**src/design/sensor_readout_map.vh**
```
// constants for the linear sensor readout sequencer
`ifndef SENSOR_READOUT_MAP_VH
`define SENSOR_READOUT_MAP_VH
`define PIXEL_COUNT 128
`define PIXEL_INDEX_WIDTH 7
`define RESET_PERIOD_CYCLES 18
`define RESET_COUNT_WIDTH 5
`define RESET_COUNT_ZERO 5'h00
`define RESET_COUNT_LOAD 5'h11
`define SHIFT_ZERO 128'h0
`endif

```
**src/design/linear_sensor_readout_sequencer.v**
```verilog
// linear sensor readout sequencer: start capture, 128-stage shift, integrator reset timing
`include "sensor_readout_map.vh"

module linear_sensor_readout_sequencer
(
  input wire clock,
  input wire srst,
  input wire start_pulse,
  output wire [`PIXEL_COUNT-1:0] pixel_select,
  output wire analog_pixel_out_oe,
  output wire [`PIXEL_INDEX_WIDTH-1:0] pixel_index,
  output wire sample_hold,
  output wire integrator_reset,
  output wire frame_done
);

reg [`PIXEL_COUNT-1:0] shift_reg;
reg [`PIXEL_COUNT-1:0] shift_next;
reg oe_reg;
reg oe_next;
reg [`PIXEL_INDEX_WIDTH-1:0] index_reg;
reg [`PIXEL_INDEX_WIDTH-1:0] index_next;
reg hold_reg;
reg hold_next;
reg int_reset_reg;
reg int_reset_next;
reg [`RESET_COUNT_WIDTH-1:0] reset_count_reg;
reg [`RESET_COUNT_WIDTH-1:0] reset_count_next;
reg done_reg;
reg done_next;
integer i;

always @*
begin
  // shift chain: stage 0 takes the start pulse, others step along
  shift_next = {shift_reg[`PIXEL_COUNT-2:0], start_pulse};
  oe_next = |shift_next;
  index_next = {`PIXEL_INDEX_WIDTH{1'b0}};
  for (i = 0; i < `PIXEL_COUNT; i = i + 1)
  begin
    if (shift_next[i])
    begin
      index_next = i[`PIXEL_INDEX_WIDTH-1:0];
    end
  end
  done_next = shift_reg[`PIXEL_COUNT-1];
  hold_next = hold_reg;
  int_reset_next = int_reset_reg;
  reset_count_next = reset_count_reg;
  if (start_pulse)
  begin
    // every sampling switch opens on the same edge
    hold_next = 1'b1;
    int_reset_next = 1'b1;
    // counts down from period minus one so the flag spans the full period
    reset_count_next = `RESET_COUNT_LOAD;
  end
  else if (int_reset_reg)
  begin
    if (reset_count_reg == `RESET_COUNT_ZERO)
    begin
      // reset over: integration restarts for all pixels together
      int_reset_next = 1'b0;
      hold_next = 1'b0;
    end
    else
    begin
      reset_count_next = reset_count_reg - 1'b1;
    end
  end
end

always @(posedge clock)
begin
  if (srst)
  begin
    shift_reg <= `SHIFT_ZERO;
    oe_reg <= 1'b0;
    index_reg <= {`PIXEL_INDEX_WIDTH{1'b0}};
    hold_reg <= 1'b0;
    int_reset_reg <= 1'b0;
    reset_count_reg <= `RESET_COUNT_ZERO;
    done_reg <= 1'b0;
  end
  else
  begin
    shift_reg <= shift_next;
    oe_reg <= oe_next;
    index_reg <= index_next;
    hold_reg <= hold_next;
    int_reset_reg <= int_reset_next;
    reset_count_reg <= reset_count_next;
    done_reg <= done_next;
  end
end

assign pixel_select = shift_reg;
assign analog_pixel_out_oe = oe_reg;
assign pixel_index = index_reg;
assign sample_hold = hold_reg;
assign integrator_reset = int_reset_reg;
assign frame_done = done_reg;

endmodule

```
**config.mk**
```make
export PLATFORM = sky130hd
export DESIGN_NAME = linear_sensor_readout_sequencer
export DESIGN_NICKNAME = d
export VERILOG_FILES = /design/src/design/linear_sensor_readout_sequencer.v
export VERILOG_INCLUDE_DIRS = /design/src /design/src/design
export SDC_FILE = /design/constraint.sdc
export NUM_CORES = 1
export LEC_CHECK = 0
export ABC_AREA = 1
export BUFFER_PORTS_ARGS = -buffer_cell sky130_fd_sc_hd__buf_4
export CORE_ASPECT_RATIO = 1.5
export CORE_UTILIZATION = 59
export CTS_BUF_LIST = sky130_fd_sc_hd__clkbuf_2
export CTS_CLUSTER_SIZE = 30
export DETAILED_ROUTE_END_ITERATION = 7
export PLACE_DENSITY = 0.85
export SYNTH_ARGS = -nofsm -noshare
export SYNTH_HDL_FRONTEND = slang
export SYNTH_SLANG_ARGS = --single-unit
```
**constraint.sdc**
```tcl
create_clock -name clock -period 16.8 [get_ports clock]
set_input_delay 4.2 -clock clock [delete_from_list [all_inputs] [get_ports clock]]
set_output_delay 4.2 -clock clock [all_outputs]
set_load 0.03 [all_outputs]
```
==> results of run 1 <==
[layer usage]
| metal | track usage, % | vias up | part of all wire [%] |
|---|---|---|---|
| li1 | - | 2630 | - |
| met1 | 27.1 | 2343 | 41 |
| met2 | 43.4 | 137 | 51 |
| met3 | 8.61 | 23 | 5.7 |
| met4 | 9.59 | 0 | 2.1 |
| met5 | 0 | - | 0 |
[worst max-delay path: cells and delay by family (launching register included)]
kind                   cells  cell delay (ns)
flip-flops                 1             0.40
AND/OR/NAND/NOR          126             6.02
buffers and inverters      1             0.06
[power groups by stage]
stage | Clock, mW | Sequential [mW] | Combinational (mW)
detailed placement | 0 | 0.352 | 0.0384
global placement | 0 | 0.352 | 0.0377
global route | 0.185 | 0.346 | 0.0451
CTS | 0.169 | 0.346 | 0.0387
floorplan | 0 | 0.355 | 0.0273
finish | 0.164 | 0.346 | 0.0385
[Yosys cell counts]
cell / number
nand2_1: 235
nor2_1: 226
o21ai_0: 3
nor4_1: 5
a21oi_1: 8
dfxtp_1: 144
nor3b_1: 1
bufinv_8: 24
nand3_1: 9
clkbuf_1: 11
ha_1: 2
inv_1: 112
a31o_2: 1
o31ai_1: 1
buf_2: 1
buf_1: 3
inv_2: 3
or3_1: 1
a211oi_1: 1
nand4_1: 2
a31oi_1: 5
clkinv_1: 1
nand2_2: 1
xor2_1: 1
o21bai_1: 2
[through the flow]
| stage | hold WS [ns] | setup WS, ns | area, um2 | util, % | power [mW] |
|---|---|---|---|---|---|
| after floorplan | 0.460 | 10.73 | 5790 | - | 0.383 |
| after global placement | 0.413 | 10.30 | 6940 | 73.7 | 0.390 |
| after global routing | 0.477 | 8.80 | 7130 | 75.7 | 0.576 |
| final | 0.438 | 10.21 | 7130 | 75.7 | 0.548 |
| after detailed placement | 0.418 | 10.24 | 6940 | 73.7 | 0.391 |
| after CTS | 0.441 | 10.17 | 7130 | 75.7 | 0.553 |
[worst min path at each step]
stage,end,startpoint,cells past startpoint
finish,frame_done,pixel_select[127],2
global route,frame_done,pixel_select[127],2
CTS,frame_done,pixel_select[127],2
detailed placement,frame_done,pixel_select[127],2
global placement,frame_done,pixel_select[127],2
floorplan,reset_count_reg[2],reset_count_reg[2],2
[area by class of cell]
| class | count | area share [%] |
|---|---|---|
| inverters | 140 | 12.0 |
| flip-flops and latches | 144 | 40.4 |
| diodes | 1 | 0.0351 |
| multi-input cells | 504 | 28.0 |
| clock inverters | 13 | 1.40 |
| well taps | 112 | 1.97 |
| repair buffers | 142 | 14.9 |
| clock buffers | 17 | 1.19 |
[kinds of logic (layout without fill, tap and decap cells)]
kind of cell,count (synthesis),in the layout,share of synthesized area [%]
AND/OR/NAND/NOR,480,480,31.7
buffers and inverters,155,312,15.8
flip-flops,144,144,49.8
AO/OA/AOI/OAI,21,21,2.16
adder cells (fa/ha/maj),2,2,0.432
XOR/XNOR,1,1,0.151
other,0,1,0
==> flow_summary_export.csv, run 1 <==
group,metric,value,unit
outcome,status,"finished clean",
power,switching_share,25.8,%
global_route,overflow,0,
sta,fin_tns_setup,0,ns
clocking,cts_setup_buffers,0,
worst_hold_path,min_path_type,"reg2reg",
layout,layout.cells.non_filler,1073,
route,drtIter0Drc,188,
critical_path,r2r-start,"pixel_select[1]",
layout,regArea,2880,um2
critical_path,cp-end-kind,"flip-flop",
sta,finalCriticalPeriod,6.59,ns
layout,largest_register_ffs,128,
global_route,antenna_found_initial,1,
placement,dp.cells,1042,
synthesis,ys_warn_count,0,
route,routed_wl,12.4,mm
critical_path,r2r_end,"pixel_index[0]",
sta,rsz0062_at_grt,"false",
critical_path,crit_top_cell,"nand2_1",
route,avgRoutedWirePerCell,11.5,um
sta,final.setup_skew,0.0223,ns
die,die_y,123,um
global_route,grt_max_degree,72,
power,ir_worst_vdd,0.0675,mV
power,p_int,0.406,mW
global_route,grt_pass1_wl,20.3,mm
synthesis,synth_area_leaders,"dfxtp_1 (50%), nand2_1 (15%), nor2_1 (15%)",
route,ant_nets,0,
layout,fillers,773,
layout,multi_input_area,2000,um2
clocking,clock_latency,0.67,ns
synthesis,syn-mean-instance-area,7.22,um2
die,ios,142,
power,clkPwrFrac,29.9,%
critical_path,start_kind,"flip-flop",
sta,hold_viol,0,
clocking,root_buffer,"clkbuf_2",
route,drc,0,
synthesis,syn_area,5790,um2
placement,gp_congestion,0.815,
critical_path,r2r_cells,127,
clocking,cts_buffers,17,
sta,slew_viol_final,0,
synthesis,synth.ff_latch_count,144,
critical_path,reg2reg_slack,10.21,ns
synthesis,syn_inst,803,
clocking,hold_buffers,0,
sta,setup_viol,0,
global_route,grt_pass1_vias,4790,
placement,port_buffers,141,
critical_path,arrival,7.18,ns
critical_path,path_max_fanout,3,
clocking,clkTransAtPathRegs,0.18,ns
die,core_area,9420,um2
critical_path,worstSetupPathType,"reg2reg",
route,dr.pass1.iters,4,
layout,final_nets,954,
layout,mostFrequentLayoutCells,"nand2_1 (235), nor2_1 (226), dfxtp_1 (144)",
sta,slew_headroom,53.5,%
layout,area_growth,23.1,%
power,power_leakage,3.87,nW
die,initial_core_util,61.5,%
sta,worstMarginPinSlew,0.697,ns
synthesis,yosysSeqAreaShare,49.8,%
global_route,grt_usage,24.6,%
clocking,cts_resized,0,
critical_path,critPathRequiredTime,17.39,ns
clocking,clkSinkCount,144,
critical_path,critPathLaunch,"pixel_select[1]",
clocking,h-tree-depth,4,
power,seq_power_share,63.1,%
layout,final_common_cell,"nand2_1",
clocking,cts_tree,"done",
synthesis,yosysUniqueCellTypes,25,
sta,finalCritPeriodShare,39.2,%
die,die_w,82.9,um
die,num_rows,43,
route,viasPerCell,4.78,
synthesis,synth_top_area_share,49.8,%
route,vias,5133,
critical_path,slowest_delay,0.40,ns
clocking,clockBufferDepth,2,
layout,drive_gt1_share,20.6,%
synthesis,syn-num-nets,808,
synthesis,yosys.area.top_type,"dfxtp_1",
critical_path,critPathCapture,"pixel_index[0]",
power,combPwrFrac,7.0,%
power,p_per_area,76.8,nW/um2
critical_path,cp_slowest_cell,"dfxtp_1",
sta,fmax,152,MHz
placement,dp_hpwl,9.48,mm
run,cap_violations,0,
die,dieArea,10200,um2
power,p_switching,0.142,mW
(Power assumes the default switching activity.)
==> inputs of run 2 (changes only) <==
--- a/config.mk
+++ b/config.mk
@@ -6,14 +6,14 @@
 export SDC_FILE = /design/constraint.sdc
 export NUM_CORES = 1
 export LEC_CHECK = 0
-export ABC_AREA = 1
+export ABC_AREA = 0
 export BUFFER_PORTS_ARGS = -buffer_cell sky130_fd_sc_hd__buf_4
 export CORE_ASPECT_RATIO = 1.5
-export CORE_UTILIZATION = 59
+export CORE_UTILIZATION = 49
 export CTS_BUF_LIST = sky130_fd_sc_hd__clkbuf_2
 export CTS_CLUSTER_SIZE = 30
 export DETAILED_ROUTE_END_ITERATION = 7
-export PLACE_DENSITY = 0.85
+export PLACE_DENSITY = 0.76
 export SYNTH_ARGS = -nofsm -noshare
 export SYNTH_HDL_FRONTEND = slang
 export SYNTH_SLANG_ARGS = --single-unit
==> constraint.sdc (replaced) <==
create_clock -name clock -period 5.75 [get_ports clock]
set_input_delay 1.4375 -clock clock [delete_from_list [all_inputs] [get_ports clock]]
set_output_delay 1.4375 -clock clock [all_outputs]
set_load 0.03 [all_outputs]
==> flow_summary_export.csv, run 2 <==
group,metric,value,unit
die,initial_core_util,50.2,%
route,dr.pass1.iters,5,
synthesis,synth_area_leaders,"dfxtp_1 (52%), nor2b_1 (14%), nor2_1 (5.7%)",
global_route,antenna_found_initial,1,
route,routed_wl,14.0,mm
critical_path,worstSetupPathType,"reg2out",
synthesis,synth-edff-count,0,
clocking,h-tree-depth,4,
placement,port_buffers,141,
critical_path,critical_path.top_delay_family,"flip-flops",
critical_path,slowest_delay,0.52,ns
run,cap_violations,0,
placement,gp_congestion,0.914,
outcome,status,"finished clean",
synthesis,yosysSeqAreaShare,51.9,%
layout,mostFrequentLayoutCells,"dfxtp_1 (144), buf_4 (142), nor2b_1 (121)",
clocking,clkTransAtPathRegs,0.19,ns
clocking,cts_buffers,17,
sta,fmax,353,MHz
layout,layout.cells.non_filler,919,
layout,largest_register_ffs,128,
route,viasPerCell,5.54,
critical_path,path_max_fanout,7,
route,ant_nets,0,
synthesis,syn_area,5560,um2
critical_path,cp-end-kind,"output port",
worst_hold_path,holdCritStartpoint,"pixel_select[127]",
clocking,clock_latency,0.67,ns
critical_path,r2r_cells,5,
clocking,cts_resized,0,
layout,final_nets,763,
synthesis,yosys.area.top_type,"dfxtp_1",
power,p_total,1.64,mW
layout,multi_input_area,2530,um2
die,core_area,11100,um2
critical_path,path_cells,"buf_4",
sta,whs,0.478,ns
layout,fillers,1000,
clocking,hold_buffers,0,
synthesis,synth-async-reset-ratio,0,%
die,ios,142,
power,power_leakage,3.12,nW
sta,fin_tns_setup,0,ns
synthesis,syn-mean-instance-area,9.03,um2
synthesis,ys_warn_count,0,
synthesis,synth.ff_latch_count,144,
sta,hold_viol,0,
worst_hold_path,min_path_type,"reg2reg",
clocking,clkSinkCount,144,
clocking,cts_tree,"done",
sta,rsz0062_at_grt,"false",
synthesis,yosysUniqueCellTypes,47,
critical_path,start_kind,"flip-flop",
global_route,grt_pass1_vias,4677,
route,vias,5092,
synthesis,synthTopCellsByCount,"dfxtp_1 (144), nor2b_1 (121), nor2_1 (84)",
worst_hold_path,min_to,"frame_done",
global_route,grt_max_degree,80,
critical_path,path_buf_inv,1,
die,num_rows,47,
sta,finalCriticalPeriod,2.83,ns
layout,final_common_cell,"dfxtp_1",
sta,finalCritPeriodShare,49.3,%
clocking,cts_setup_buffers,0,
synthesis,synth_flop_cell,"dfxtp_1",
worst_hold_path,min_delay_path_depth,1,
synthesis,synth_most_common_cell,"dfxtp_1",
global_route,overflow,0,
critical_path,cp_slowest_cell,"dfxtp_1",
sta,slew_viol_final,0,
power,p_per_area,236,nW/um2
sta,slew_headroom,47.3,%
synthesis,syn_inst,615,
synthesis,synth_top_area_share,51.9,%
synthesis,syn-num-nets,620,
die,dieArea,11800,um2
critical_path,critPathRequiredTime,4.31,ns
route,drc,0,
critical_path,r2r-start,"pixel_select[47]",
sta,final.setup_skew,0.0167,ns
sta,worstMarginPinSlew,0.770,ns
placement,dp_hpwl,10.3,mm
critical_path,reg2reg_slack,3.41,ns
layout,drive_gt1_share,22.6,%
clocking,clockBufferDepth,2,
layout,regArea,2880,um2
die,die_w,88.9,um
sta,setup_viol,0,
global_route,grt_usage,24.6,%
route,drtIter0Drc,298,
route,avgRoutedWirePerCell,15.3,um
placement,dp.cells,886,
global_route,grt_pass1_wl,22.6,mm
die,die_y,132,um
layout,area_growth,25.6,%
critical_path,arrival,1.40,ns
clocking,root_buffer,"clkbuf_2",
power,ir_worst_vdd,0.134,mV
critical_path,r2r_end,"pixel_index[1]",
run 2: metal layers:
layer  up-vias  wire [um]  GRT usage, %
met5         -          0             0
li1       2445          -             -
met4         0        391          11.2
met2       175       7330          42.4
met3        28        705          5.26
met1      2444       5610          28.6
run 2: layout make-up:
cell class | instances | area share, %
diodes | 1 | 0.0359
clock buffers | 18 | 1.29
clock inverters | 14 | 2.10
inverters | 20 | 1.08
multi-input cells | 433 | 36.3
flip-flops and latches | 144 | 41.3
well taps | 147 | 2.64
repair buffers | 142 | 15.3
run 2: logic make-up (layout without fill, tap and decap cells):
| kind of cell | after synthesis | in the layout | share of synthesized area [%] |
|---|---|---|---|
| adder cells (fa/ha/maj) | 2 | 2 | 0.450 |
| flip-flops | 144 | 144 | 51.9 |
| buffers and inverters | 38 | 194 | 2.57 |
| XOR/XNOR | 4 | 4 | 0.631 |
| AO/OA/AOI/OAI | 96 | 96 | 11.8 |
| AND/OR/NAND/NOR | 331 | 331 | 32.7 |
| other | 0 | 1 | 0 |
run 2: worst max-delay path by stage:
stage | depth (start not counted) | slack (ns) | start | to
global route | 1 | 2.81 | pixel_select[27] | pixel_select[27]
CTS | 1 | 2.87 | pixel_select[61] | pixel_select[61]
global placement | 6 | 2.72 | srst | pixel_index[0]
detailed placement | 6 | 2.64 | srst | pixel_index[0]
floorplan | 4 | 3.26 | srst | pixel_index[3]
finish | 1 | 2.92 | pixel_select[61] | pixel_select[61]
run 2: where the power goes:
group	switching, mW	internal [mW]	leakage (nW)
logic	0.0380	0.0183	1.80
registers	0.00440	1.01	1.16
clock network	0.341	0.236	0.149
run 2: stage by stage:
stage	setup WS (ns)	area [um2]	util [%]
2_1_floorplan	3.26	5560	-
3_3_place_gp	2.72	6740	60.9
3_5_place_dp	2.64	6740	60.9
4_1_cts	2.87	6970	63.1
5_1_grt	2.81	6980	63.1
6_report	2.92	6980	63.1
